--- src/inc/acp_pkg.sv ---
// Shared constants, types and helpers for the address-capable I/O port
package acp_pkg;

  ////////////////////////////////////////////////////////////////////////////
  // Widths
  localparam int ADDR_W = 18;
  localparam int DATA_W = 32;
  localparam int PORT_W = 8;
  localparam int MODE_W = 3;
  localparam int IDX_W  = 16;

  ////////////////////////////////////////////////////////////////////////////
  // Register indices; byte address is four times the index
  localparam logic [IDX_W-1:0] IDX_PIN_DIRECTION  = 16'hFEBA;
  localparam logic [IDX_W-1:0] IDX_PIN_STATE_VIEW = 16'hFF5A;
  localparam logic [IDX_W-1:0] IDX_OUTPUT_DATA    = 16'hFF6A;
  localparam logic [IDX_W-1:0] IDX_PULLUP_CONTROL = 16'hFF71;
  localparam logic [IDX_W-1:0] IDX_STANDBY_CTRL   = 16'hFF80;
  localparam logic [IDX_W-1:0] IDX_MODE_STATUS    = 16'hFF81;

  ////////////////////////////////////////////////////////////////////////////
  // Reset values and fields
  localparam logic [PORT_W-1:0] RST_PIN_DIRECTION  = 8'h00;
  localparam logic [PORT_W-1:0] RST_OUTPUT_DATA    = 8'h00;
  localparam logic [PORT_W-1:0] RST_PULLUP_CONTROL = 8'h00;
  localparam logic              RST_STANDBY_OE     = 1'h0;
  localparam logic [MODE_W-1:0] RST_MODE           = 3'h0;
  localparam logic [PORT_W-1:0] DIRECTION_READBACK = 8'hFF;
  localparam int                STANDBY_OE_POS     = 0;
  localparam logic [2:0]        MODE_CAPTURE_CYC   = 3'h4;
  localparam logic [1:0]        RESP_OKAY          = 2'h0;
  localparam logic [1:0]        RESP_SLVERR        = 2'h2;

  ////////////////////////////////////////////////////////////////////////////
  // Types
  typedef enum logic [1:0] {
    FN_INPUT    = 2'b00,
    FN_GPIO_OUT = 2'b01,
    FN_ADDR_OUT = 2'b10
  } acp_func_t;

  typedef enum logic [1:0] {
    WR_IDLE = 2'b00,
    WR_HELD = 2'b01,
    WR_RESP = 2'b10
  } acp_wr_state_t;

  ////////////////////////////////////////////////////////////////////////////
  // Pin function from mode and direction bit
  function automatic acp_func_t acp_pin_func(input logic [MODE_W-1:0] mode,
                                             input logic              dirBit);
    case (mode)
      3'h1, 3'h4, 3'h5: acp_pin_func = FN_ADDR_OUT;
      3'h2, 3'h6:       acp_pin_func = dirBit ? FN_ADDR_OUT : FN_INPUT;
      3'h3, 3'h7:       acp_pin_func = dirBit ? FN_GPIO_OUT : FN_INPUT;
      default:          acp_pin_func = FN_INPUT;
    endcase
  endfunction

  // Pull-ups are usable only where a pin can be an input
  function automatic logic acp_pull_mode(input logic [MODE_W-1:0] mode);
    case (mode)
      3'h2, 3'h3, 3'h6, 3'h7: acp_pull_mode = 1'b1;
      default:                acp_pull_mode = 1'b0;
    endcase
  endfunction

  // Word index of a byte address
  function automatic logic [IDX_W-1:0] acp_index(input logic [ADDR_W-1:0] addr);
    acp_index = addr[ADDR_W-1:2];
  endfunction

endpackage

--- src/inc/acp_drive_if.sv ---
// Carrier between port control logic and the pin driver
`timescale 1ns/1ns
interface acp_drive_if;
  import acp_pkg::*;
  logic [PORT_W-1:0] addrSel;
  logic [PORT_W-1:0] gpioSel;
  logic [PORT_W-1:0] addrBits;
  logic [PORT_W-1:0] dataBits;
  logic [PORT_W-1:0] pullReq;
  logic              holdAddr;
  logic              floatAddr;
  logic              floatAll;

  modport ctrl (output addrSel, gpioSel, addrBits, dataBits, pullReq,
                output holdAddr, floatAddr, floatAll);
  modport drv  (input addrSel, gpioSel, addrBits, dataBits, pullReq,
                input holdAddr, floatAddr, floatAll);
endinterface

--- src/acp_pin_sync.sv ---
// Three-stage pin synchroniser with agreement filter
`timescale 1ns/1ns
module acp_pin_sync #(
  parameter int W = 1
) (
  input  wire logic         clk,
  input  wire logic         arst_n,
  input  wire logic [W-1:0] raw,
  output logic      [W-1:0] stable
);
  import acp_pkg::*;

  logic [W-1:0] stageA;
  logic [W-1:0] stageB;
  logic [W-1:0] stageC;

  // Chain; stageA feeds only stageB to keep metastability contained
  always_ff @(posedge clk or negedge arst_n) begin
    if (!arst_n) begin
      stageA <= '0;
      stageB <= '0;
      stageC <= '0;
    end else begin
      stageA <= raw;
      stageB <= stageA;
      stageC <= stageB;
    end
  end

  // A bit moves only once the last two stages agree
  always_ff @(posedge clk or negedge arst_n) begin
    if (!arst_n) begin
      stable <= '0;
    end else begin
      for (int i = 0; i < W; i++) begin
        if (stageB[i] == stageC[i]) begin
          stable[i] <= stageC[i];
        end
      end
    end
  end
endmodule

--- src/acp_pin_drive.sv ---
// Registered pin driver: level, enable and pull-up per pin
`timescale 1ns/1ns
module acp_pin_drive (
  input  wire logic                  clk,
  input  wire logic                  arst_n,
  acp_drive_if.drv                   ctl,
  output logic [acp_pkg::PORT_W-1:0] pinOut,
  output logic [acp_pkg::PORT_W-1:0] pinOe_n,
  output logic [acp_pkg::PORT_W-1:0] pullupOn
);
  import acp_pkg::*;

  // Per-pin drive; held address keeps last value while standby freezes it
  always_ff @(posedge clk or negedge arst_n) begin
    if (!arst_n) begin
      pinOut   <= '0;
      pinOe_n  <= '1;
      pullupOn <= '0;
    end else begin
      for (int i = 0; i < PORT_W; i++) begin
        if (ctl.floatAll) begin
          pinOe_n[i] <= 1'b1;
        end else if (ctl.addrSel[i]) begin
          pinOe_n[i] <= ctl.floatAddr;
          if (!ctl.holdAddr) begin
            pinOut[i] <= ctl.addrBits[i];
          end
        end else if (ctl.gpioSel[i]) begin
          pinOe_n[i] <= 1'b0;
          pinOut[i]  <= ctl.dataBits[i];
        end else begin
          pinOe_n[i] <= 1'b1;
        end
      end
      pullupOn <= ctl.floatAll ? '0 : ctl.pullReq;
    end
  end
endmodule

--- src/acp_port.sv ---
// Address-capable 8-bit I/O port with AXI4-Lite register access
// Notes on behaviour
// - Eight-bit direction register, write only; reads return an undefined value.
// - Direction clears on power-on and hardware standby, kept otherwise.
// - Modes 1, 4, 5: every pin is an address output.
// - Modes 2, 6: direction 1 gives address output, 0 gives input.
// - Modes 3, 7: direction 1 gives data-register output, 0 gives input.
// - Eight-bit data register, read/write, cleared like direction, kept otherwise.
// - Pin-state view is read only; writes are ignored.
// - View returns data bit where direction is 1, pin level where 0.
// - View follows pins after clearing; frozen during software standby unless hardware standby is also on.
// - Eight-bit pull-up control register, cleared like direction, kept otherwise.
// - Pull-up on only in modes 2,3,6,7 with direction 0, control 1.
// - Pull-ups off after power-on and hardware standby, else retained.
// - In software standby address pins hold or float per standby enable bit.
`timescale 1ns/1ns
module acp_port (
  input  wire logic                         clk,
  input  wire logic                         arst_n,
  // AXI4-Lite slave
  input  wire logic [acp_pkg::ADDR_W-1:0]   awaddr,
  input  wire logic                         awvalid,
  output logic                              awready,
  input  wire logic [acp_pkg::DATA_W-1:0]   wdata,
  input  wire logic [acp_pkg::DATA_W/8-1:0] wstrb,
  input  wire logic                         wvalid,
  output logic                              wready,
  output logic [1:0]                        bresp,
  output logic                              bvalid,
  input  wire logic                         bready,
  input  wire logic [acp_pkg::ADDR_W-1:0]   araddr,
  input  wire logic                         arvalid,
  output logic                              arready,
  output logic [acp_pkg::DATA_W-1:0]        rdata,
  output logic [1:0]                        rresp,
  output logic                              rvalid,
  input  wire logic                         rready,
  // Chip state
  input  wire logic [acp_pkg::MODE_W-1:0]   modePins,
  input  wire logic                         hwStandbyPin,
  input  wire logic                         swStandby,
  input  wire logic [acp_pkg::PORT_W-1:0]   extAddr,
  // Port pins
  input  wire logic [acp_pkg::PORT_W-1:0]   pinIn,
  output logic [acp_pkg::PORT_W-1:0]        pinOut,
  output logic [acp_pkg::PORT_W-1:0]        pinOe_n,
  output logic [acp_pkg::PORT_W-1:0]        pullupOn
);
  import acp_pkg::*;

  ////////////////////////////////////////////////////////////////////////////
  // Declarations
  logic [PORT_W-1:0] pinDirection;
  logic [PORT_W-1:0] outputData;
  logic [PORT_W-1:0] pullupControl;
  logic              standbyOutputEnable;
  logic [PORT_W-1:0] pinStateView;
  logic [MODE_W-1:0] opMode;
  logic              modeCaught;
  logic [2:0]        modeCount;
  logic [PORT_W-1:0] pinLevel;
  logic [MODE_W-1:0] modeLevel;
  logic              hwStandby;
  logic              swStandbyQ;

  acp_wr_state_t     wrState;
  acp_wr_state_t     next_wrState;
  logic              awHeld;
  logic              wHeld;
  logic [IDX_W-1:0]  wrIdx;
  logic [PORT_W-1:0] wrByte;
  logic              wrLane;
  logic              doWrite;
  logic              next_awHeld;
  logic              next_wHeld;
  logic [DATA_W-1:0] rdWord;
  logic              rdHit;

  acp_func_t         pinFunc [PORT_W];
  acp_drive_if       drive ();

  ////////////////////////////////////////////////////////////////////////////
  // Synchronisers for pins, mode straps and hardware standby
  acp_pin_sync #(.W(PORT_W)) u_syncPins (
    .clk    (clk),
    .arst_n (arst_n),
    .raw    (pinIn),
    .stable (pinLevel)
  );

  acp_pin_sync #(.W(MODE_W)) u_syncMode (
    .clk    (clk),
    .arst_n (arst_n),
    .raw    (modePins),
    .stable (modeLevel)
  );

  acp_pin_sync #(.W(1)) u_syncStby (
    .clk    (clk),
    .arst_n (arst_n),
    .raw    (hwStandbyPin),
    .stable (hwStandby)
  );

  ////////////////////////////////////////////////////////////////////////////
  // Operating mode strap, caught once after reset release
  // Waiting a few cycles lets the synchroniser settle before the capture
  always_ff @(posedge clk or negedge arst_n) begin
    if (!arst_n) begin
      opMode     <= RST_MODE;
      modeCaught <= 1'b0;
      modeCount  <= '0;
    end else if (!modeCaught) begin
      if (modeCount == MODE_CAPTURE_CYC) begin
        opMode     <= modeLevel;
        modeCaught <= 1'b1;
      end else begin
        modeCount <= modeCount + 3'h1;
      end
    end
  end

  ////////////////////////////////////////////////////////////////////////////
  // AXI write channel handshake; address and data accepted in either order
  assign doWrite = awHeld && wHeld && (wrState != WR_RESP);

  always_comb begin
    next_awHeld = awHeld;
    next_wHeld  = wHeld;
    if (awvalid && awready) begin
      next_awHeld = 1'b1;
    end
    if (wvalid && wready) begin
      next_wHeld = 1'b1;
    end
    if (bvalid && bready) begin
      next_awHeld = 1'b0;
      next_wHeld  = 1'b0;
    end
  end

  always_comb begin
    case (wrState)
      WR_IDLE: next_wrState = (next_awHeld || next_wHeld) ? WR_HELD : WR_IDLE;
      WR_HELD: next_wrState = doWrite ? WR_RESP : WR_HELD;
      WR_RESP: next_wrState = (bvalid && bready) ? WR_IDLE : WR_RESP;
      default: next_wrState = WR_IDLE;
    endcase
  end

  // Ready flags are registered so the bus outputs come from flops
  always_ff @(posedge clk or negedge arst_n) begin
    if (!arst_n) begin
      wrState <= WR_IDLE;
      awHeld  <= 1'b0;
      wHeld   <= 1'b0;
      awready <= 1'b1;
      wready  <= 1'b1;
      wrIdx   <= '0;
      wrByte  <= '0;
      wrLane  <= 1'b0;
    end else begin
      wrState <= next_wrState;
      awHeld  <= next_awHeld;
      wHeld   <= next_wHeld;
      awready <= ~next_awHeld;
      wready  <= ~next_wHeld;
      if (awvalid && awready) begin
        wrIdx <= acp_index(awaddr);
      end
      if (wvalid && wready) begin
        wrByte <= wdata[PORT_W-1:0];
        wrLane <= wstrb[0];
      end
    end
  end

  // Write response; unmapped indices answer with a slave error
  always_ff @(posedge clk or negedge arst_n) begin
    if (!arst_n) begin
      bvalid <= 1'b0;
      bresp  <= RESP_OKAY;
    end else if (doWrite) begin
      bvalid <= 1'b1;
      case (wrIdx)
        IDX_PIN_DIRECTION, IDX_PIN_STATE_VIEW, IDX_OUTPUT_DATA,
        IDX_PULLUP_CONTROL, IDX_STANDBY_CTRL, IDX_MODE_STATUS: bresp <= RESP_OKAY;
        default: bresp <= RESP_SLVERR;
      endcase
    end else if (bvalid && bready) begin
      bvalid <= 1'b0;
    end
  end

  ////////////////////////////////////////////////////////////////////////////
  // Port registers; only power-on reset and hardware standby clear them
  // direction write only
  always_ff @(posedge clk or negedge arst_n) begin
    if (!arst_n) begin
      pinDirection <= RST_PIN_DIRECTION;
    end else if (hwStandby) begin
      pinDirection <= RST_PIN_DIRECTION;
    end else if (doWrite && wrLane && wrIdx == IDX_PIN_DIRECTION) begin
      pinDirection <= wrByte;
    end
  end

  always_ff @(posedge clk or negedge arst_n) begin
    if (!arst_n) begin
      outputData <= RST_OUTPUT_DATA;
    end else if (hwStandby) begin
      outputData <= RST_OUTPUT_DATA;
    end else if (doWrite && wrLane && wrIdx == IDX_OUTPUT_DATA) begin
      outputData <= wrByte;
    end
  end

  always_ff @(posedge clk or negedge arst_n) begin
    if (!arst_n) begin
      pullupControl <= RST_PULLUP_CONTROL;
    end else if (hwStandby) begin
      pullupControl <= RST_PULLUP_CONTROL;
    end else if (doWrite && wrLane && wrIdx == IDX_PULLUP_CONTROL) begin
      pullupControl <= wrByte;
    end
  end

  // Standby output-enable bit; survives hardware standby like the rest of
  // the system control block, only power-on reset clears it
  always_ff @(posedge clk or negedge arst_n) begin
    if (!arst_n) begin
      standbyOutputEnable <= RST_STANDBY_OE;
    end else if (doWrite && wrLane && wrIdx == IDX_STANDBY_CTRL) begin
      standbyOutputEnable <= wrByte[STANDBY_OE_POS];
    end
  end

  ////////////////////////////////////////////////////////////////////////////
  // Pin-state view, sampled every cycle and frozen in software standby unless hardware standby is also on
  // data where output, pin where input
  always_ff @(posedge clk or negedge arst_n) begin
    if (!arst_n) begin
      pinStateView <= '0;
      swStandbyQ   <= 1'b0;
    end else begin
      swStandbyQ <= swStandby;
      if (!swStandby || hwStandby) begin
        pinStateView <= (pinDirection & outputData) | (~pinDirection & pinLevel);
      end
    end
  end

  ////////////////////////////////////////////////////////////////////////////
  // Read decode; direction reads back a fixed junk value
  // view is read only
  always_comb begin
    rdWord = '0;
    rdHit  = 1'b1;
    case (acp_index(araddr))
      IDX_PIN_DIRECTION:  rdWord[PORT_W-1:0] = DIRECTION_READBACK;
      IDX_PIN_STATE_VIEW: rdWord[PORT_W-1:0] = pinStateView;
      IDX_OUTPUT_DATA:    rdWord[PORT_W-1:0] = outputData;
      IDX_PULLUP_CONTROL: rdWord[PORT_W-1:0] = pullupControl;
      IDX_STANDBY_CTRL:   rdWord[STANDBY_OE_POS] = standbyOutputEnable;
      IDX_MODE_STATUS:    rdWord[MODE_W-1:0] = opMode;
      default:            rdHit = 1'b0;
    endcase
  end

  // One read at a time; address taken only while no data is pending
  always_ff @(posedge clk or negedge arst_n) begin
    if (!arst_n) begin
      arready <= 1'b1;
      rvalid  <= 1'b0;
      rdata   <= '0;
      rresp   <= RESP_OKAY;
    end else if (arvalid && arready) begin
      arready <= 1'b0;
      rvalid  <= 1'b1;
      rdata   <= rdWord;
      rresp   <= rdHit ? RESP_OKAY : RESP_SLVERR;
    end else if (rvalid && rready) begin
      arready <= 1'b1;
      rvalid  <= 1'b0;
    end
  end

  ////////////////////////////////////////////////////////////////////////////
  // Pin function selection per mode and direction
  // address in modes 1, 4, 5
  always_comb begin
    for (int i = 0; i < PORT_W; i++) begin
      pinFunc[i]         = acp_pin_func(opMode, pinDirection[i]);
      drive.addrSel[i]   = (pinFunc[i] == FN_ADDR_OUT);
      drive.gpioSel[i]   = (pinFunc[i] == FN_GPIO_OUT);
      drive.pullReq[i]   = acp_pull_mode(opMode) && !pinDirection[i]
                           && pullupControl[i];
    end
  end

  // address pins follow the internal address
  assign drive.addrBits = extAddr;
  assign drive.dataBits = outputData;

  // hold or float address pins in software standby
  assign drive.holdAddr  = swStandbyQ && swStandby;
  assign drive.floatAddr = swStandby && !standbyOutputEnable;
  // Nothing drives until the mode is known, avoiding a brief address burst
  assign drive.floatAll  = hwStandby || !modeCaught;

  acp_pin_drive u_drive (
    .clk      (clk),
    .arst_n   (arst_n),
    .ctl      (drive),
    .pinOut   (pinOut),
    .pinOe_n  (pinOe_n),
    .pullupOn (pullupOn)
  );
endmodule

--- config.mk ---
export PLATFORM = sky130hd
export DESIGN_NAME = acp_port
export DESIGN_NICKNAME = d
export VERILOG_FILES = /design/src/inc/acp_pkg.sv /design/src/inc/acp_drive_if.sv /design/src/acp_pin_sync.sv /design/src/acp_pin_drive.sv /design/src/acp_port.sv
export SDC_FILE = /design/constraint.sdc
export NUM_CORES = 1
export LEC_CHECK = 0
export BUFFER_PORTS_ARGS = -buffer_cell sky130_fd_sc_hd__buf_2
export CORE_MARGIN = 1.5
export CORE_UTILIZATION = 25
export DETAILED_ROUTE_END_ITERATION = 8
export PLACE_DENSITY = 0.49
export SLEW_MARGIN = 20
export SYNTH_ARGS = -nofsm -noshare
export SYNTH_HDL_FRONTEND = slang
export SYNTH_SLANG_ARGS = --single-unit
--- constraint.sdc ---
create_clock -name clk -period 4.3 [get_ports clk]
set_clock_uncertainty 0.15 [all_clocks]
set_input_delay 0.86 -clock clk [delete_from_list [all_inputs] [get_ports clk]]
set_output_delay 0.86 -clock clk [all_outputs]
set_load 0.005 [all_outputs]
# --- Word-level counts from Yosys, hierarchy flattened ---
# Index checks and enable logic that the tools add are counted.
totals:
  regBits: 159
  latch_bits: 0
  ram_bits: 0
  rom_bits: 0
  out_inout_bits: 65
  word_cells: 299
  n_memories: 0
classes:
  n_addsub: 1
  mul: 0
  n_div: 0
  n_lt_le_gt_ge: 0
  eq_ne: 59
  shift: 0
  mux: 102
  bitwise: 9
  n_reduce_logical: 74
op_table:
  columns: ["operator", "count"]
  rows:
  - ["$eq 16x16->1 const B", 12]
  - ["$mux 1", 71]
  - ["$mux 8", 7]
  - ["$pmux 2 s3", 9]
  - ["$logic_and 1x1->1", 30]
  - ["$reduce_bool 2->1", 13]
  - ["$mux 2", 12]
  - ["$reduce_and 3->1", 8]
  - ["$pmux 5 s4", 1]
  - ["$eq 2x1->1 const B", 9]
  - ["$eq 2x2->1 const B", 9]
  - ["$ne 2x2->1 const B", 9]
  - ["$and 8x8->8", 2]
  - ["$eq 3x3->1 const B", 5]
  - ["$eq 1x1->1", 12]
  - ["$reduce_or 6->1", 2]
  - ["$logic_not 1->1", 11]
  - ["$pmux 2 s5", 1]
  - ["$not 8->8", 1]
  - ["$or 8x8->8", 1]
  - ["$eq 3x2->1 const B", 2]
  - ["$pmux 1 s6", 1]
  - ["$not 1->1", 5]
  - ["$reduce_and 2->1", 2]
  - ["7 further kinds", 10]

# --- Longest topological paths before layout ---
# Gate-level depths: netlist (run 1).
logic_depth:
  depth_word: 7
  depth_mapped: 9
  depth_no_buf: 8

# --- By module ---
# A second synthesis (run 1) with hierarchy kept.
unflattened:
  hier_cells: 545
  area_unflattened_um2: 6703.9
modules_own_cells:
  columns: ["mod", "n_inst", "cells_each", "area_each_um2"]
  rows:
  - ["acp_port", 1, 390, 4237.8]
  - ["acp_pin_drive", 1, 95, 1129.8]
  - ["acp_pin_sync (u_syncPins)", 1, 40, 890.9]
  - ["acp_pin_sync (u_syncMode)", 1, 15, 334.1]
  - ["acp_pin_sync (u_syncStby)", 1, 5, 111.4]

# --- Worst setup path before layout (run 1) ---
# Ideal clock, no wire load.
synth_path:
  path_type: "input to register"
  startpoint: "in araddr[2] (netlist bit)"
  endpoint: "reg rdata[6] (netlist bit)"
  setup_time_ns: 0.065
  arrival_ns: 2.121
  t_required_ns: 4.085
  slack_ns: 1.963
  stages: 5
  cell_sequence: "inv_1 nor4_1 o21ai_0 a21oi_1 o22a_1"
synth_between:
  elab_chain_len: 2
  word_cells_on_any_way: 5
synth_rtl:
  columns: ["element", "line_no", "text"]
  rows:
  - ["start, declared", "acp_port.sv:31", "input wire logic [acp_pkg::ADDR_W-1:0] araddr,"]
  - ["$eq 16x16->1", "acp_port.sv:259", "case (acp_index(araddr))"]
  - ["$pmux 5 s4 *", "acp_port.sv:259", null]
  - ["end signal, assigned", "acp_port.sv:280", "rdata <= rdWord;"]
  - ["end, declared", "acp_port.sv:34", "output logic [acp_pkg::DATA_W-1:0] rdata,"]
# Every way passes the cells marked *; elsewhere a longest branch is shown, timed or not.
# A chain may end at the register's enable or synchronous reset.

# --- Worst setup path after layout (run 1) ---
layout_path:
  startpoint: "reg wrIdx[2]"
  endpoint: "reg pullupControl[6]"
layout_between:
  elab_chain_len: 3
layout_rtl:
  columns: ["element", "line_no", "text"]
  rows:
  - ["start, declared", "acp_port.sv:70", "logic [IDX_W-1:0] wrIdx;"]
  - ["start signal, assigned", "acp_port.sv:169", "wrIdx <= acp_index(awaddr);"]
  - ["$eq 16x16->1", "acp_port.sv:223", "end else if (doWrite && wrLane && wrIdx == IDX_PULLUP_CONTROL) begin"]
  - ["$logic_and 1x1->1", "acp_port.sv:223", null]
  - ["$reduce_bool 2->1 (no source line)", null, null]
  - ["end signal, assigned", "acp_port.sv:224", "pullupControl <= wrByte;"]
  - ["end, declared", "acp_port.sv:55", "logic [PORT_W-1:0] pullupControl;"]
# Every way passes these cells.

==> results of run 1 <==
final cells by class:
class | count | area share (%)
diodes | 1 | 0.03137
clock buffers | 21 | 5.773
well taps | 330 | 5.176
multi-input cells | 342 | 29.40
repair buffers | 111 | 7.325
clock inverters | 9 | 2.306
flip-flops and latches | 157 | 49.43
inverters | 12 | 0.5647
flip-flops by register name, summed over array words and instances, names as in the netlist, 8 cells and up:
name,cells
u_drive.pullupOn,8
u_drive.pinOut,8
rdata,8
pullupControl,8
u_syncPins.stageA,8
pinDirection,8
drive.dataBits,8
wrIdx,16
pinStateView,8
u_syncPins.stageB,8
wrByte,8
u_syncPins.stable,8
u_syncPins.stageC,8
u_drive.pinOe_n,8
layer usage:
| metal | share of wire [%] | up-vias | global-route usage, % |
|---|---|---|---|
| met5 | 0 | - | 0 |
| met4 | 0.35 | 0 | 2.851 |
| met3 | 6.1 | 5 | 3.864 |
| met2 | 46 | 130 | 18.34 |
| met1 | 47 | 2105 | 16.29 |
| li1 | - | 2029 | - |
kinds of logic (layout without fill, tap and decap cells):
logic type,Yosys count,in the layout,synth area share [%]
AO/OA/AOI/OAI,98,98,9.652
adder cells (fa/ha/maj),16,16,2.615
XOR/XNOR,3,3,0.4038
buffers and inverters,54,153,4.826
flip-flops,157,157,60.58
multiplexers,63,63,10.27
AND/OR/NAND/NOR,136,136,11.59
other,1,27,0.05763
path summary, 6_finish.rpt:
path | cells after the start | end | startpoint
min reg2reg | 0 | u_syncPins.stageB[1] | u_syncPins.stageA[1]
min in group asynchronous | 1 | u_syncStby.stageA | arst_n
max in group asynchronous | 2 | arready | arst_n
min | 0 | u_syncPins.stageB[1] | u_syncPins.stageA[1]
max reg2reg | 5 | pullupControl[6] | wrIdx[2]
max | 5 | pullupControl[6] | wrIdx[2]
Yosys cell counts, drive strengths merged, types with 5 or more instances:
cell type,instances,area (um2)
nand3,8,40.04
buf,28,206.4
clkbuf,12,45.04
mux2,30,337.8
a22o,15,131.4
nor2b,8,50.05
dfstp,11,289.0
maj3,12,120.1
nor3b,8,60.06
o21ai,38,190.2
a21o,8,60.06
and2,6,37.54
mux2i,33,330.3
nand2,37,138.9
a21oi,16,80.08
nor4,5,76.32
nor2,38,142.6
inv,12,45.04
dfrtp,146,3654
cells in the final DEF (no fill, tap or decap), types with 5 or more instances in the layout:
master       n
a21o_1       8
a21oi_1     16
a22o_1      15
and2_1       5
buf_2      106
bufinv_16    5
clkbuf_16   17
conb_1      26
dfrtp_1    146
dfstp_2     11
inv_1       12
maj3_1      12
mux2_2      30
mux2i_1     33
nand2_1     37
nand3_1      8
nor2_1      38
nor2b_1      8
nor3b_1      8
o21ai_0     38
power breakdown:
part           total, mW  internal (mW)  switching [mW]
clock               1.65           1.06           0.591
sequential          1.87           1.69           0.176
combinational      0.465          0.251           0.214
total               3.98           3.00           0.981
through the flow:
stage | utilization, % | instances
after CTS | 31.39 | 982
after detailed placement | 28.86 | 952
final | 31.40 | 983
after floorplan | - | 553
after global routing | 31.39 | 982
after global placement | 28.86 | 952
==> key figures, run 1 <==
Clock tree
  • Setup repair bufs after CTS: 0
  • CTS tree: yes
  • Root Buffer: clkbuf_16
  • Worst-Skew Late Latency: 0.42 ns
  • H-tree depth: 4
  • # clock sinks: 157
  • PostCTS Resize Cnt: 0
  • CTS Buf Count: 17
  • Reg clk slew, reported paths: 0.06 ns
  • Maximum clock insertion buffer count: 2
  • CTS Hold Buffers Added: 0

Detailed routing
  • Drt via density: 4.343
  • Via count: 4269
  • Drt drc: 0
  • Router iterations before antenna repair: 4
  • Final wirelength: 15420 um
  • Initial DRC count: 240
  • Wire length per cell: 15.69 um
  • Remaining antenna violation count: 0

Global routing
  • Tot GR Track Use: 11.96%
  • First-pass GRT wire length: 24040 um
  • Total grt overflow: 0
  • Largest net degree at the start of global routing: 96
  • Vias in the first global route: 4227
  • Initial antenna violation count: 1

Floorplanning
  • Die Y: 164.3 um
  • Die Wd: 164.3 um
  • Area of the core: 25400 um2
  • # rows: 58
  • Initial Utilization: 25.62%
  • Boundary Pins: 165
  • DIE AREA: 27010 um2

Logic synthesis
  • Synth Register Bits: 157
  • Yosys cell types: 51
  • EDFF count, synth: 0
  • Sequential area share after synthesis: 60.58%
  • Mapped Avg Cell Area: 12.32 um2
  • Main synth FF type: dfrtp_1
  • Synth warnings: 0
  • Synthesized area: 6507 um2
  • Cells after synthesis: 528
  • Asr flop ratio synth: 100.0%

Worst setup path
  • Delay-heaviest family, CP: simple AND/OR/NAND/NOR gates
  • Arr. time, crit path: 2.54 ns
  • CP bufs+invs: 0
  • Crit-path slowest cell: nor4_4
  • Setup crit end kind: flip-flop
  • Critical Path Max Stage Delay: 0.88 ns
  • Startpoint Class: flip-flop
  • FF-to-FF setup slack: 1.86 ns
  • Req. time, crit path: 4.41 ns
  • Crit path cell chain: and4b_1 -> nand3_1 -> nor4_4 -> mux2i_1 -> nor2_1
  • Crit path max fanout: 8
  • Crit path kind: flip-flop to flip-flop

Worst hold path
  • Hold Path Class: flip-flop to flip-flop

Pwr
  • Worst vdd ir: 0.2518 mV
  • Power Total: 3.985 mW
  • Pwr Density: 499.6 nW/um2
  • Leak: 3.575 nW

Cells and area
  • Register area: 3943 um2
  • Layout Nets: 745
  • Design area: 7976 um2
  • Area delta synth->final: 22.57%
  • Layout fillers: 2591
  • Share of cells above drive strength 1: 28.83%
  • Multi-input gate area: 2345 um2

Status
  • Status: finished, final reports clean

STA
  • Final setup vio count: 0
  • Min Tclk post-route: 2.435 ns
  • Final hold violation count: 0
  • Crit share post-route: 56.64%
  • Pins over their slew limit: 0
  • Hold slack: 0.1969 ns
  • Fmax achieved: 410.6 MHz
  • Worst Setup Slack, final: 1.865 ns
  • Slew @ Worst Pin: 1.025 ns
  • RSZ-0062 raised after global routing: no
  • Setup_tns: 0 ns
  • Slew HR: 31.67%

Place
  • GP Congestion: 0.7344
  • IO Port Bufs: 107
  • Post-DP HPWL: 11060 um
  • Place WS: 1.723 ns
  • Post-DP Area: 7330 um2

Flow run
  • # Max-Cap Violations: 0
Note: power is estimated with default switching activity, not from simulation.
==> run 2, diff against run 1 <==
==> constraint.sdc (replaced) <==
create_clock -name clk -period 2.3 [get_ports clk]
set_clock_uncertainty 0.15 [all_clocks]
set_input_delay 0.46 -clock clk [delete_from_list [all_inputs] [get_ports clk]]
set_output_delay 0.46 -clock clk [all_outputs]
set_load 0.005 [all_outputs]
==> key figures, run 2 (synthesis gave the netlist of run 1 again) <==
Status
  • Status: finished, final reports clean

Cells and area
  • Share of cells above drive strength 1: 29.85%
  • Reg with most FFs: wrIdx
  • Layout Nets: 771
  • Antenna cell count: 0
  • Layout fillers: 2558
  • Commonest non-fill, non-tap cells in the layout: dfrtp_1, buf_2, o21ai_0, nor2_1, nand2_1
  • Register area: 3943 um2
  • Area delta synth->final: 26.34%
  • Multi-input gate area: 2347 um2
  • Design area: 8222 um2
  • Most common library cell in the layout ignoring fill and taps: dfrtp_1
  • Max FFs per register: 16

Global routing
  • Tot GR Track Use: 12.23%
  • Initial antenna violation count: 1
  • Vias in the first global route: 4382
  • Largest net degree at the start of global routing: 43
  • First-pass GRT wire length: 24770 um
  • Total grt overflow: 0

Place
  • Place WS: 0.1499 ns
  • GP Congestion: 0.7503
  • Post-DP Area: 7490 um2
  • Post-DP HPWL: 11300 um
  • IO Port Bufs: 107

STA
  • Pins over their slew limit: 0
  • Min Tclk post-route: 2.170 ns
  • Final hold violation count: 0
  • Worst Setup Slack, final: 0.1295 ns
  • Hold slack: 0.05852 ns
  • Crit share post-route: 94.37%
  • Slew HR: 65.38%
  • Setup_tns: 0 ns
  • Final setup vio count: 0
  • Fmax achieved: 460.7 MHz
  • Slew @ Worst Pin: 0.5138 ns
  • RSZ-0062 raised after global routing: no

Worst setup path
  • Critical Path Max Stage Delay: 0.58 ns
  • Startpoint Class: flip-flop
  • Crit-path slowest cell: nor4b_1
  • Crit path kind: flip-flop to flip-flop
  • CP bufs+invs: 0
  • Setup crit end kind: flip-flop
  • Req. time, crit path: 2.46 ns
  • Crit path max fanout: 4
  • Delay-heaviest family, CP: simple AND/OR/NAND/NOR gates
  • Crit path cell chain: or2b_1 -> nand4_1 -> nor4b_1 -> mux2_2
  • Arr. time, crit path: 2.33 ns

Floorplanning
  • Initial Utilization: 25.62%
  • # rows: 58
  • Area of the core: 25400 um2
  • Die Wd: 164.3 um
  • DIE AREA: 27010 um2
  • Boundary Pins: 165
  • Die Y: 164.3 um

Pwr
  • Worst vdd ir: 0.4666 mV
  • Pwr Density: 885.0 nW/um2
  • Power Total: 7.276 mW
  • Leak: 3.684 nW

Detailed routing
  • Remaining antenna violation count: 0
  • Via count: 4336
  • Wire length per cell: 15.29 um
  • Router iterations before antenna repair: 4
  • Initial DRC count: 210
  • Drt drc: 0
  • Drt via density: 4.293
  • Final wirelength: 15450 um

Clock tree
  • Reg clk slew, reported paths: 0.06 ns
  • Worst-Skew Late Latency: 0.43 ns
  • CTS Buf Count: 17
  • # clock sinks: 157
  • H-tree depth: 4
  • Setup repair bufs after CTS: 0
  • CTS tree: yes
  • Root Buffer: clkbuf_16
  • Maximum clock insertion buffer count: 2

Flow run
  • # Max-Cap Violations: 0

Worst hold path
  • Hold Path Class: input pin to flip-flop
## run 2: cell count changes in the layout (fill, tap and decap cells not counted), moves of 2 or more
| cell | previous run | this run |
|---|---|---|
| clkinvlp_4 | 1 | 4 |
| buf_4 | 3 | 11 |
| dlygate4sd3_1 | 0 | 13 |
| clkbuf_8 | 2 | 0 |
| buf_12 | 1 | 6 |
| bufinv_16 | 5 | 3 |
## run 2: final cells by class
class | instances | share of cell area, %
timing repair buffer | 137 | 10.64
inverter | 12 | 0.5479
clock buffer | 20 | 5.311
clock inverter | 12 | 1.978
sequential | 157 | 47.95
tap | 330 | 5.022
multi-input combinational | 342 | 28.55
## run 2: what timing repair did
action | in CTS | in global routing
hold endpoints to repair | 48 | 0
hold buffers | 13 | 0
gates resized for setup | 0 | 1
endpoints found under the setup margin | 0 | 1
## run 2: routing by layer
| layer | vias to the layer above | GRT usage (%) | wire [um] |
|---|---|---|---|
| li1 | 2084 | - | - |
| met1 | 2111 | 16.69 | 7509 |
| met2 | 120 | 18.72 | 6907 |
| met3 | 19 | 3.258 | 819 |
| met4 | 2 | 4.091 | 196 |
| met5 | - | 0 | 12 |
## run 2: through the flow
step / cells / util (%)
global placement: 965 / 29.49
global route: 1010 / 32.37
finish: 1010 / 32.37
CTS: 1010 / 32.36
floorplan: 553 / -
detailed placement: 965 / 29.49
## run 2: worst reg2reg max path: stages, from the launching register on
cell and delay, ns:
dfrtp_1 0.40, or2b_1 0.19, nand4_1 0.35, nor4b_1 0.59, mux2_2 0.39
## run 2: worst paths after layout
check | slack (ns) | cells after the start | startpoint | endpoint
max | 0.13 | 4 | wrState[1] | standbyOutputEnable
min | 0.06 | 1 | swStandby | swStandbyQ
max reg2reg | 0.13 | 4 | wrState[1] | standbyOutputEnable
min reg2reg | 0.20 | 0 | u_syncPins.stageA[2] | u_syncPins.stageB[2]
max in group asynchronous | 1.01 | 3 | arst_n | awready
min in group asynchronous | 0.37 | 2 | arst_n | u_syncStby.stageA
## run 2: where the power goes
part	internal (mW)	switching (mW)
Clock	1.72	1.16
Sequential	3.17	0.305
Combinational	0.501	0.424
Total	5.39	1.89
==> run 3, diff against run 2 <==
--- a/config.mk
+++ b/config.mk
@@ -7,9 +7,11 @@
 export LEC_CHECK = 0
 export BUFFER_PORTS_ARGS = -buffer_cell sky130_fd_sc_hd__buf_2
 export CORE_MARGIN = 1.5
-export CORE_UTILIZATION = 25
+export CORE_UTILIZATION = 45
 export DETAILED_ROUTE_END_ITERATION = 8
-export PLACE_DENSITY = 0.49
+export GPL_TIMING_DRIVEN = 0
+export PLACE_DENSITY = 0.74
+export SETUP_SLACK_MARGIN = 0.4
 export SLEW_MARGIN = 20
 export SYNTH_ARGS = -nofsm -noshare
 export SYNTH_HDL_FRONTEND = slang
==> key figures, run 3 (synthesis gave the netlist of run 1 again) <==
Worst hold path
  • Hold Path Class: input pin to flip-flop

Detailed routing
  • Initial DRC count: 290
  • Drt via density: 5.149
  • Router iterations before antenna repair: 5
  • Final wirelength: 14200 um
  • Wire length per cell: 15.78 um
  • Via count: 4634
  • Remaining antenna violation count: 0
  • Drt drc: 0

Clock tree
  • Maximum clock insertion buffer count: 2
  • Worst-Skew Late Latency: 0.42 ns
  • H-tree depth: 4
  • # clock sinks: 157
  • CTS Buf Count: 17
  • Reg clk slew, reported paths: 0.06 ns
  • Root Buffer: clkbuf_16
  • CTS tree: yes

STA
  • Pins over their slew limit: 0
  • Slew @ Worst Pin: 0.6179 ns
  • Final hold violation count: 0
  • Hold slack: 0.06230 ns
  • RSZ-0062 raised after global routing: yes
  • Min Tclk post-route: 1.958 ns
  • Slew HR: 58.49%
  • Crit share post-route: 85.12%
  • Fmax achieved: 510.8 MHz
  • Final setup vio count: 0

Place
  • IO Port Bufs: 107
  • Post-DP HPWL: 9904 um
  • Placed cell count: 841
  • GP Congestion: 0.8522

Cells and area
  • Most common library cell in the layout ignoring fill and taps: dfrtp_1
  • Layout fillers: 1107
  • Layout Cells excl Fill: 900
  • Reg with most FFs: wrIdx
  • Layout Nets: 811
  • Share of cells above drive strength 1: 34.44%
  • Antenna cell count: 0
  • Commonest non-fill, non-tap cells in the layout: dfrtp_1, buf_2, o21ai_0, buf_4, nand2_1
  • Area delta synth->final: 29.32%
  • Max FFs per register: 16
  • Post-Route Utilization: 60.16%

Global routing
  • Vias in the first global route: 4591
  • First-pass GRT wire length: 22870 um
  • Total grt overflow: 0
  • Initial antenna violation count: 0
  • Largest net degree at the start of global routing: 84
  • Tot GR Track Use: 19.87%

Flow run
  • # Max-Cap Violations: 0

Pwr
  • Worst vdd ir: 0.5439 mV
  • Leak: 3.888 nW
  • Pwr Density: 889.1 nW/um2

Worst setup path
  • Startpoint Class: flip-flop
  • Req. time, crit path: 2.44 ns
  • Setup crit end kind: flip-flop
  • Crit path kind: flip-flop to flip-flop
  • Crit path max fanout: 8
  • FF-to-FF setup slack: 0.34 ns
  • Arr. time, crit path: 2.10 ns

Floorplanning
  • Die Wd: 123.3 um
  • Die Y: 123.3 um
  • # rows: 43
  • Area of the core: 13990 um2
  • Boundary Pins: 165
  • Initial Utilization: 46.52%
  • DIE AREA: 15190 um2

Status
  • Status: finished, final reports clean
[run 3: cell types whose count changed in the layout (fill, tap and decap cells not counted), sizes merged, moves of 2 or more]
cell,delta
buf,+28
clkbuf,+12
inv,-3
dlygate4sd1,+2
[run 3: cell type report]
class / count / area (um2) / area share [%]
plain buffers: 42 / 284.0 / 3.375
clock buffers: 22 / 474.2 / 5.635
clock inverters: 10 / 161.4 / 1.918
inverters: 12 / 45.04 / 0.5352
multi-input cells: 342 / 2425 / 28.81
flip-flops and latches: 157 / 3948 / 46.91
well taps: 180 / 225.2 / 2.676
repair buffers: 135 / 853.3 / 10.14
[run 3: metal layers]
metal / vias up / wire [um] / GRT usage [%]
met5: - / 0 / 0
met4: 0 / 214 / 7.974
met3: 17 / 958 / 4.382
met2: 164 / 6822 / 31.53
met1: 2289 / 6208 / 26.69
li1: 2164 / - / -
[run 3: repair_timing]
item | in CTS | in global routing
setup buffers | 6 | 8
pin swaps | 7 | 8
gates resized for setup | 12 | 21
endpoints found under the hold margin | 83 | 0
setup endpoints to repair | 44 | 35
hold buffers | 13 | 0
[run 3: report_power, final]
group          switching [mW]  total, mW  internal (mW)
logic                   0.453       1.01          0.561
clock network            1.07       2.97           1.90
registers               0.329       3.50           3.17
total                    1.85       7.48           5.63
[run 3: final timing paths]
check / start / endpoint / cells past startpoint
min in group asynchronous: arst_n / rdata[3] / 2
max in group asynchronous: arst_n / opMode[1] / 3
worst max-delay path: wrIdx[8] / drive.dataBits[6] / 6
worst min register to register: u_syncMode.stageA[0] / u_syncMode.stageB[0] / 0
worst min-delay path: swStandby / swStandbyQ / 1
worst max register to register: wrIdx[8] / drive.dataBits[6] / 6
[run 3: worst max-delay path: stages, from the launching register on]
cell	delay, ns
dfrtp_1	0.40
nor2b_1	0.14
nand4_1	0.28
nor4_4	0.37
buf_12	0.19
mux2i_2	0.22
nor2_1	0.07
[run 3: per-stage QoR]
step	cell area, um2	total power, mW	setup TNS, ns	setup slack (ns)
4_1_cts	8294	7.506	0	0.3448
3_5_place_dp	7413	4.469	-0.3623	-0.06359
5_1_grt	8416	7.826	0	0.2573
2_1_floorplan	6615	4.016	0	0.3018
3_3_place_gp	7376	4.393	-226.20	-1.511
6_report	8416	7.482	0	0.3423
